[src/rtl/rimc_pkg.sv]
// Package with register map, field layout, reset values and state types of the monitor config.
package rimc_pkg;

  // Number of monitored reference inputs; channel codes 1 to 14 select them.
  localparam int NUM_CH = 14;

  // Register offsets on the register port.
  localparam logic [7:0] OFS_MON_CLK = 8'h48;
  localparam logic [7:0] OFS_ALARM_LIMITS = 8'h49;
  localparam logic [7:0] OFS_SEL_LIMITS = 8'h4A;
  localparam logic [7:0] OFS_MEAS_SELECT = 8'h4B;
  localparam logic [7:0] OFS_FREQ_READOUT = 8'h4C;
  localparam logic [7:0] OFS_LOOP_SOFT = 8'h4D;
  localparam logic [7:0] OFS_RAISE_0 = 8'h50;
  localparam logic [7:0] OFS_CLEAR_0 = 8'h51;
  localparam logic [7:0] OFS_CEIL_0 = 8'h52;
  localparam logic [7:0] OFS_LEAK_0 = 8'h53;
  localparam logic [7:0] OFS_RAISE_1 = 8'h54;
  localparam logic [7:0] OFS_CLEAR_1 = 8'h55;
  localparam logic [7:0] OFS_CEIL_1 = 8'h56;
  localparam logic [7:0] OFS_LEAK_1 = 8'h57;

  // Field positions.
  localparam int HARD_LIM_LSB = 0;
  localparam int SOFT_LIM_LSB = 4;
  localparam int MEAS_SEL_LSB = 0;
  localparam int PATH_SEL_BIT = 4;
  localparam int PH_LOSS_BIT = 7;
  localparam int MON_CLK_BIT = 7;
  localparam int LEAK_LSB = 0;

  // Reset values.
  localparam logic [7:0] RST_MON_CLK = 8'h00;
  localparam logic [7:0] RST_LIMITS = 8'h23;
  localparam logic [7:0] RST_MEAS_SELECT = 8'h00;
  localparam logic [7:0] RST_LOOP_SOFT = 8'h8E;
  localparam logic [7:0] RST_RAISE = 8'h06;
  localparam logic [7:0] RST_CLEAR = 8'h04;
  localparam logic [7:0] RST_CEIL = 8'h08;
  localparam logic [1:0] RST_LEAK = 2'h1;

  // Limit step of one alarm-limit code, in parts per billion.
  localparam int unsigned LIMIT_STEP_PPB = 3810;

  // Leaky bucket evaluation cycle and its length in system clock cycles.
  localparam int unsigned BUCKET_CYCLE_MS = 128;
  localparam int unsigned SYS_CLK_KHZ = 250000;
  localparam int unsigned BUCKET_CYCLE_TICKS = BUCKET_CYCLE_MS * SYS_CLK_KHZ;
  localparam int TICK_W = 25;

  // One leaky bucket configuration.
  typedef struct packed {
    logic [7:0] raise;
    logic [7:0] clear;
    logic [7:0] ceil;
    logic [1:0] leak;
  } rimc_bucket_cfg_t;

  // Software-visible configuration.
  typedef struct packed {
    logic mon_clk_sel;
    logic [7:0] limits;
    logic [7:0] sel_limits;
    logic [7:0] meas_select;
    logic [7:0] loop_soft;
    rimc_bucket_cfg_t [1:0] bucket;
  } rimc_regs_t;

  localparam rimc_regs_t REGS_RST = '{
    mon_clk_sel: RST_MON_CLK[MON_CLK_BIT],
    limits: RST_LIMITS,
    sel_limits: RST_LIMITS,
    meas_select: RST_MEAS_SELECT,
    loop_soft: RST_LOOP_SOFT,
    bucket: {2{rimc_bucket_cfg_t'{RST_RAISE, RST_CLEAR, RST_CEIL, RST_LEAK}}}
  };

  // Whole state of the block.
  typedef struct packed {
    rimc_regs_t regs;
    logic [NUM_CH-1:0] fault_s1;
    logic [NUM_CH-1:0] fault_s2;
    logic [NUM_CH-1:0] fault_s3;
    logic [NUM_CH-1:0] fault_st;
    logic [NUM_CH-1:0][7:0] offs_s1;
    logic [NUM_CH-1:0][7:0] offs_s2;
    logic [NUM_CH-1:0][7:0] offs_s3;
    logic [NUM_CH-1:0][7:0] offs_st;
    logic [2:0] lim_s;
    logic lim_st;
    logic [TICK_W-1:0] tick;
    logic [NUM_CH-1:0] seen;
    logic [NUM_CH-1:0][7:0] acc;
    logic [NUM_CH-1:0][2:0] clean;
    logic [NUM_CH-1:0] act_alarm;
    logic [NUM_CH-1:0] hard_alarm;
    logic [NUM_CH-1:0] soft_alarm;
    logic [7:0] readout;
    logic force_phase_lost;
    logic [7:0] rdata;
    logic rvalid;
  } rimc_state_t;

endpackage

[src/rtl/rimc_monitor_config.sv]
// Reference input monitor configuration, frequency readout and leaky bucket activity monitors.
`timescale 1ns/1ps

module rimc_monitor_config #(
  parameter int unsigned CYCLE_TICKS = rimc_pkg::BUCKET_CYCLE_TICKS,
  parameter int unsigned MEAS_STEP_PPB = 1000
) (
  input wire logic sys_clk,
  input wire logic reset_n,
  input wire logic [7:0] reg_addr,
  input wire logic reg_wr,
  input wire logic [7:0] reg_wdata,
  input wire logic reg_rd,
  output logic [7:0] reg_rdata,
  output logic reg_rvalid,
  input wire logic [rimc_pkg::NUM_CH-1:0][7:0] chan_offset,
  input wire logic [rimc_pkg::NUM_CH-1:0] chan_fault,
  input wire logic [rimc_pkg::NUM_CH-1:0] chan_bucket_cfg,
  input wire logic [3:0] selected_ref,
  input wire logic loop_at_hard_limit,
  output logic [rimc_pkg::NUM_CH-1:0] chan_hard_alarm,
  output logic [rimc_pkg::NUM_CH-1:0] chan_soft_alarm,
  output logic [rimc_pkg::NUM_CH-1:0] chan_activity_alarm,
  output logic force_phase_lost,
  output logic phase_loss_on_limit,
  output logic [6:0] loop_warn_offset,
  output logic loop_path_view_select,
  output logic mon_clk_from_crystal
);

  // Last tick of a bucket cycle; it is cut to the timer width where it is compared.
  localparam int unsigned LAST_TICK = CYCLE_TICKS - 1;

  rimc_pkg::rimc_state_t q;
  rimc_pkg::rimc_state_t d;
  logic [rimc_pkg::NUM_CH-1:0] hard_exc;
  logic [rimc_pkg::NUM_CH-1:0] soft_exc;

  // Per-channel frequency alarm compare on the stable copy of the measured offset.
  // Products are kept in 32 bits; an 8-bit magnitude times a ppb step cannot overflow.
  genvar gi;
  generate
    for (gi = 0; gi < rimc_pkg::NUM_CH; gi++)
    begin : g_freq
      logic [7:0] mag;
      logic is_sel;
      logic [3:0] hard_code;
      logic [3:0] soft_code;
      int unsigned mag_ppb;
      assign mag = q.offs_st[gi][7] ? 8'(-q.offs_st[gi]) : q.offs_st[gi];
      assign is_sel = (selected_ref == 4'(gi + 1));
      assign hard_code = is_sel ? q.regs.sel_limits[rimc_pkg::HARD_LIM_LSB +: 4]
                                : q.regs.limits[rimc_pkg::HARD_LIM_LSB +: 4];
      assign soft_code = is_sel ? q.regs.sel_limits[rimc_pkg::SOFT_LIM_LSB +: 4]
                                : q.regs.limits[rimc_pkg::SOFT_LIM_LSB +: 4];
      assign mag_ppb = 32'(mag) * MEAS_STEP_PPB;
      assign hard_exc[gi] = mag_ppb > (32'(hard_code) + 32'h1) * rimc_pkg::LIMIT_STEP_PPB;
      assign soft_exc[gi] = mag_ppb > (32'(soft_code) + 32'h1) * rimc_pkg::LIMIT_STEP_PPB;
    end
  endgenerate

  // Next-state logic: synchronisers, register writes and reads, bucket accounting.
  always_comb
  begin
    logic [3:0] sel_idx;
    logic cycle_end;
    logic faulty;
    logic [3:0] period;
    rimc_pkg::rimc_bucket_cfg_t cfg;
    sel_idx = 4'h0;
    cycle_end = 1'b0;
    faulty = 1'b0;
    period = 4'h0;
    cfg = '0;
    d = q;

    // Monitor signals come from the monitor clock; three stages, accept when 2 and 3 agree.
    d.fault_s1 = chan_fault;
    d.fault_s2 = q.fault_s1;
    d.fault_s3 = q.fault_s2;
    d.offs_s1 = chan_offset;
    d.offs_s2 = q.offs_s1;
    d.offs_s3 = q.offs_s2;
    for (int i = 0; i < rimc_pkg::NUM_CH; i++)
    begin
      if (q.fault_s2[i] == q.fault_s3[i])
      begin
        d.fault_st[i] = q.fault_s3[i];
      end
      // A word is taken only when all its bits were steady for a cycle, so no torn values.
      if (q.offs_s2[i] == q.offs_s3[i])
      begin
        d.offs_st[i] = q.offs_s3[i];
      end
    end
    d.lim_s = {q.lim_s[1:0], loop_at_hard_limit};
    if (q.lim_s[1] == q.lim_s[2])
    begin
      d.lim_st = q.lim_s[2];
    end

    // Register writes take effect at the next edge; read-only and unmapped writes are dropped.
    if (reg_wr)
    begin
      case (reg_addr)
        rimc_pkg::OFS_MON_CLK: d.regs.mon_clk_sel = reg_wdata[rimc_pkg::MON_CLK_BIT];
        rimc_pkg::OFS_ALARM_LIMITS: d.regs.limits = reg_wdata;
        rimc_pkg::OFS_SEL_LIMITS: d.regs.sel_limits = reg_wdata;
        rimc_pkg::OFS_MEAS_SELECT: d.regs.meas_select = {3'h0, reg_wdata[4:0]};
        rimc_pkg::OFS_LOOP_SOFT: d.regs.loop_soft = reg_wdata;
        rimc_pkg::OFS_RAISE_0: d.regs.bucket[0].raise = reg_wdata;
        rimc_pkg::OFS_CLEAR_0: d.regs.bucket[0].clear = reg_wdata;
        rimc_pkg::OFS_CEIL_0: d.regs.bucket[0].ceil = reg_wdata;
        rimc_pkg::OFS_LEAK_0: d.regs.bucket[0].leak = reg_wdata[rimc_pkg::LEAK_LSB +: 2];
        rimc_pkg::OFS_RAISE_1: d.regs.bucket[1].raise = reg_wdata;
        rimc_pkg::OFS_CLEAR_1: d.regs.bucket[1].clear = reg_wdata;
        rimc_pkg::OFS_CEIL_1: d.regs.bucket[1].ceil = reg_wdata;
        rimc_pkg::OFS_LEAK_1: d.regs.bucket[1].leak = reg_wdata[rimc_pkg::LEAK_LSB +: 2];
        default: d.regs = q.regs;
      endcase
    end

    // Register reads answer one cycle later; unused bits and unmapped offsets read zero.
    d.rvalid = reg_rd;
    d.rdata = 8'h00;
    if (reg_rd)
    begin
      case (reg_addr)
        rimc_pkg::OFS_MON_CLK: d.rdata = {q.regs.mon_clk_sel, 7'h00};
        rimc_pkg::OFS_ALARM_LIMITS: d.rdata = q.regs.limits;
        rimc_pkg::OFS_SEL_LIMITS: d.rdata = q.regs.sel_limits;
        rimc_pkg::OFS_MEAS_SELECT: d.rdata = q.regs.meas_select;
        rimc_pkg::OFS_FREQ_READOUT: d.rdata = q.readout;
        rimc_pkg::OFS_LOOP_SOFT: d.rdata = q.regs.loop_soft;
        rimc_pkg::OFS_RAISE_0: d.rdata = q.regs.bucket[0].raise;
        rimc_pkg::OFS_CLEAR_0: d.rdata = q.regs.bucket[0].clear;
        rimc_pkg::OFS_CEIL_0: d.rdata = q.regs.bucket[0].ceil;
        rimc_pkg::OFS_LEAK_0: d.rdata = {6'h00, q.regs.bucket[0].leak};
        rimc_pkg::OFS_RAISE_1: d.rdata = q.regs.bucket[1].raise;
        rimc_pkg::OFS_CLEAR_1: d.rdata = q.regs.bucket[1].clear;
        rimc_pkg::OFS_CEIL_1: d.rdata = q.regs.bucket[1].ceil;
        rimc_pkg::OFS_LEAK_1: d.rdata = {6'h00, q.regs.bucket[1].leak};
        default: d.rdata = 8'h00;
      endcase
    end

    // Frequency readout follows the chosen channel; codes 0 and 15 name no input.
    sel_idx = q.regs.meas_select[rimc_pkg::MEAS_SEL_LSB +: 4];
    if (sel_idx == 4'h0 || sel_idx == 4'hF)
    begin
      d.readout = 8'h00;
    end
    else
    begin
      d.readout = q.offs_st[sel_idx - 4'h1];
    end

    // Frequency alarms and the loop phase-loss force.
    d.hard_alarm = hard_exc;
    d.soft_alarm = soft_exc;
    d.force_phase_lost = q.regs.loop_soft[rimc_pkg::PH_LOSS_BIT] & q.lim_st;

    // Bucket cycle timer.
    cycle_end = (q.tick == LAST_TICK[rimc_pkg::TICK_W-1:0]);
    d.tick = cycle_end ? '0 : q.tick + 1'b1;

    // Leaky buckets; a fault in the last cycle of a period still counts for that period.
    for (int i = 0; i < rimc_pkg::NUM_CH; i++)
    begin
      cfg = q.regs.bucket[chan_bucket_cfg[i]];
      period = 4'h1 << cfg.leak;
      faulty = q.seen[i] | q.fault_st[i];
      if (cycle_end)
      begin
        d.seen[i] = 1'b0;
        if (faulty)
        begin
          d.clean[i] = 3'h0;
          if (q.acc[i] >= cfg.ceil)
          begin
            d.acc[i] = cfg.ceil;
          end
          else
          begin
            d.acc[i] = q.acc[i] + 8'h01;
          end
        end
        else if ({1'b0, q.clean[i]} + 4'h1 == period)
        begin
          d.clean[i] = 3'h0;
          if (q.acc[i] > cfg.ceil)
          begin
            d.acc[i] = cfg.ceil;
          end
          else if (q.acc[i] != 8'h00)
          begin
            d.acc[i] = q.acc[i] - 8'h01;
          end
        end
        else
        begin
          d.clean[i] = q.clean[i] + 3'h1;
        end
      end
      else
      begin
        d.seen[i] = faulty;
      end
      // Raise is tested first, so with a clear level above the raise level a count at or above raise still sets the alarm.
      if (d.acc[i] >= cfg.raise)
      begin
        d.act_alarm[i] = 1'b1;
      end
      else if (d.acc[i] <= cfg.clear)
      begin
        d.act_alarm[i] = 1'b0;
      end
    end
  end

  // State register.
  always_ff @(posedge sys_clk or negedge reset_n)
  begin
    if (!reset_n)
    begin
      q <= '0;
      q.regs <= rimc_pkg::REGS_RST;
    end
    else
    begin
      q <= d;
    end
  end

  // Outputs straight from state.
  assign reg_rdata = q.rdata;
  assign reg_rvalid = q.rvalid;
  assign chan_hard_alarm = q.hard_alarm;
  assign chan_soft_alarm = q.soft_alarm;
  assign chan_activity_alarm = q.act_alarm;
  assign force_phase_lost = q.force_phase_lost;
  assign phase_loss_on_limit = q.regs.loop_soft[rimc_pkg::PH_LOSS_BIT];
  assign loop_warn_offset = q.regs.loop_soft[6:0];
  assign loop_path_view_select = q.regs.meas_select[rimc_pkg::PATH_SEL_BIT];
  assign mon_clk_from_crystal = q.regs.mon_clk_sel;

endmodule // rimc_monitor_config

[config.mk]
export PLATFORM = sky130hd
export DESIGN_NAME = rimc_monitor_config
export DESIGN_NICKNAME = d
export VERILOG_FILES = /design/src/rtl/rimc_pkg.sv /design/src/rtl/rimc_monitor_config.sv
export SDC_FILE = /design/constraint.sdc
export NUM_CORES = 2
export LEC_CHECK = 0
export ABC_CLOCK_PERIOD_IN_PS = 5630
export BUFFER_PORTS_ARGS = -buffer_cell sky130_fd_sc_hd__clkbuf_2
export CORE_AREA = 2 2 441 443
export CTS_CLUSTER_SIZE = 16
export DETAILED_ROUTE_END_ITERATION = 12
export DIE_AREA = 0 0 443 445
export PLACE_DENSITY = 0.8
export SYNTH_ARGS = -nofsm -noshare
export SYNTH_HDL_FRONTEND = slang
export SYNTH_SLANG_ARGS = --single-unit
export TNS_END_PERCENT = 5
[constraint.sdc]
create_clock -name sys_clk -period 5.63 [get_ports sys_clk]
set_clock_uncertainty 0.2 [all_clocks]
set_input_delay 0.563 -clock sys_clk [delete_from_list [all_inputs] [get_ports sys_clk]]
set_output_delay 0.563 -clock sys_clk [all_outputs]
set_load 0.05 [all_outputs]
==> qor.txt <==
run status - finished, violations left
failing checks - negative setup slack
DRC Markers - 0
RR Startpoint - q[345]
TritonCTS clock tree - yes
DRT met1 WL - 128000 µm
FF-to-FF path depth - 25
DR iter-0 viols - 7884
reg2reg setup slack - -1.05 ns
Worst Slack Setup Final - -1.05 ns
Seq. cell area - 0.0211 mm²
Setup-failing EPs final - 28
root buf cell - clkbuf_16
global-route wire length before repair - 532000 µm
CP Data Arrival Time - 7.17 ns
met3 WL post-DR - 27000 µm
Setup Crit Path Kind - flip-flop to flip-flop
Worst setup EP type - flip-flop
FMAX - 0.150 GHz
clock-pin slew on the worst setup and hold paths - 0.08 ns
Fill cells - 13700
Min-Delay Path Class - flip-flop to flip-flop
setup total negative slack - -10.76 ns
Post-synth top flop - dfrtp_1
Worst Path Required - 6.12 ns
Comb pwr share - 0.689
Die Y - 445 µm
Die X - 443 µm
Setup crit start - q[345]
Max-slew headroom - 0.0853
Row Count - 161
Synth Register Bits - 843
RSZ-0062 raised after global routing - true
Clock Power Share - 0.154
top-area cell type share of the netlist area - 0.245
Yosys cell types - 95
number of antenna violations at the first check in global routing - 25
Met2 Routed Length - 162000 µm
max cap viols - 0
largest area contributor in the synthesized netlist - ha_1
Sink Count - 843
deepest clock path buffer count - 3
CP max stage cell - fa_1
final hold violation count - 0
number of global-route vias before repair - 99300
synth top area cells - ha_1 (25%), dfrtp_1 (20%), fa_1 (10%), mux2i_1 (5.8%), inv_1 (4.5%)
sequential area share after synthesis - 0.201
Post-synth EDFFs - 0
Reg2Reg Capture Point - chan_soft_alarm[11]
hold slack - 0.0942 ns
H-Tree Depth - 3
I/O pin cnt - 227
IO Port Bufs - 226
proportion of layout cells with a drive suffix above 1 - 0.232
max-slew violations - 0
DR pass1 iterations - 8
gr ovfl total - 0
Placer Congestion - 0.993
Core Region - 0.192 mm²
crit-path max cell delay - 0.52 ns
final wirelength - 344000 µm
routed vias/inst - 6.06
worst-margin pin slew - 1.37 ns
largest net degree at the start of global routing - 163
critical path buffer and inverter count - 6
syn nets - 13800
HPWL after DPL - 247000 µm
Max VDD drop - 0.311 mV
P_leak - 68.0 nW
Mapped Cells - 11000
mapped cell area - 0.105 mm²
Via Count - 94200
Psw - 20.3 mW
top layer in use - met5
wire length per cell - 22.1 µm
Initial Util - 0.548
ANT nets after route - 0
area of the multi-input gates - 0.0807 mm²
Warnings, synthesis - 0
Crit path max-delay family - adder cells
Setup crit start kind - flip-flop
area grow syn2layout - 23.1%
Internal - 25.5 mW
worst-path fanout max - 4
Nets - 15700
crit path to - chan_soft_alarm[11]
Tcrit/Tclk final - 1.19
die area - 0.197 mm²
Worst-Skew Late Latency - 0.81 ns
min cycle time layout - 6.68 ns
Syn Area/Cell - 9.54 µm²
number of cells on the critical path - 25
Seq pwr share - 0.157
Tot GR Track Use - 0.337
cell area power density - 354 mW/mm²
Net Sw Frac - 0.444
asr flop ratio synth - 1.00
total CTS buffers - 98
==> worst reg2reg max path, delay by kind of cell, from the launching register on <==
family	cells	cell delay, ns
compound gates	5	0.95
xor+xnor	2	0.33
fa+ha+maj	7	2.49
buf+inv	6	1.11
flops	1	0.43
simple gates	5	1.06
==> Yosys cell counts, types with 64 or more instances <==
cell / instances
a211oi_1: 68
a21o_1: 205
a21oi_1: 478
a31oi_1: 64
buf_4: 64
clkbuf_1: 213
dfrtp_1: 823
fa_1: 532
ha_1: 2061
inv_1: 1253
mux2_2: 258
mux2i_1: 614
nand2_1: 452
nand2b_1: 118
nand3_1: 239
nand4_1: 145
nor2_1: 550
nor2b_1: 192
nor3_1: 246
o21a_1: 75
o21ai_0: 406
or3_1: 76
xnor2_1: 516
xor2_1: 233
==> placed cells by master, fill, tap and decap left out, drive strengths merged, types with 39 or more instances in the layout <==
cell type	synthesis	layout
ha	2061	2061
buf	146	1787
inv	1253	1265
dfrtp	823	823
mux2i	614	614
nor2	550	550
fa	532	532
xnor2	516	516
a21oi	478	478
nand2	452	452
o21ai	418	418
clkbuf	213	349
mux2	260	260
nor3	247	247
nand3	239	239
xor2	233	233
a21o	205	205
nor2b	192	192
nand4	145	145
dlygate4sd3	0	131
nand2b	118	118
or3	76	76
o21a	75	75
a211oi	68	68
a31oi	64	64
nor4	62	62
or2	61	61
o31ai	58	58
a22oi	56	56
and3	53	53
o211ai	52	52
o22ai	50	50
and2	42	42
nor4b	39	39
o41ai	39	39
==> registers in the layout, indices dropped and copies added (netlist names), 7 cells and up <==
signal	cells
loop_warn_offset	7
q	527
chan_hard_alarm	14
chan_soft_alarm	14
reg_rdata	8
chan_activity_alarm	14
d	254
==> area by class of cell <==
type | count | share of cell area
inverters | 1253 | 0.0363
flip-flops and latches | 843 | 0.163
repair buffers | 2143 | 0.126
multi-input cells | 8575 | 0.623
clock buffers | 124 | 0.0208
diodes | 20 | 0.000386
well taps | 2526 | 0.0244
clock inverters | 53 | 0.00600
==> how the worst min path moves through the flow <==
stage / depth (start not counted) / startpoint / endpoint / slack, ns
after global routing: 2 / reg_wdata[7] / q[786] / 0.07
after floorplan: 0 / reset_n / chan_activity_alarm[0] / 0.07
final: 0 / d[739] / d[725] / 0.09
after global placement: 0 / d[482] / d[370] / 0.13
after CTS: 2 / reg_wdata[1] / q[788] / 0.05
after detailed placement: 0 / d[483] / d[371] / 0.13
==> power by group through the flow <==
stage | Sequential, mW | Combinational [mW] | Clock [mW]
5_1_grt | 7.22 | 34.6 | 7.33
3_3_place_gp | 7.20 | 26.4 | 0
4_1_cts | 7.15 | 29.6 | 7.06
2_1_floorplan | 6.92 | 17.8 | 0
3_5_place_dp | 7.22 | 28.1 | 0
6_report | 7.21 | 31.6 | 7.04
==> timing repair <==
item / 4_1_cts / 5_1_grt
hold buffers: 131 / 0
setup buffers: 68 / 13
setup endpoints to repair: 28 / 28
resized for setup: 295 / 130
endpoints found under the hold margin: 200 / 0
pin swaps: 190 / 72
==> layer usage <==
layer,up-vias,global-route usage
met1,45500,0.391
met4,8,0.228
li1,42800,-
met5,-,0
met3,1586,0.0607
met2,4254,0.569
==> per-stage QoR <==
step | instance area (µm²) | power, mW | worst slack [ns] | utilization | instances
finish | 130000 | 45.8 | -1.05 | 0.675 | 15500
global route | 130000 | 49.1 | -1.13 | 0.675 | 15500
CTS | 129000 | 43.8 | -0.276 | 0.671 | 15500
detailed placement | 122000 | 35.4 | -0.795 | 0.637 | 15100
global placement | 122000 | 33.6 | -0.687 | 0.637 | 15100
floorplan | 106000 | 24.7 | -0.267 | - | 11000
==> cells by family (layout without fill, tap and decap cells) <==
group                      after synthesis  after routing  synth area share
DFF                                    843            843             0.201
AOI/OAI and AO/OA                     1900           1900             0.119
xor gates and xnor gates               749            749            0.0623
muxes                                  901            901            0.0921
and+or+nand+nor                       2417           2417             0.118
adders and majority gates             2608           2608             0.348
other                                    0             20                 0
buffers and inverters                 1612           3573            0.0604
Power figures use the tool's default switching activity.
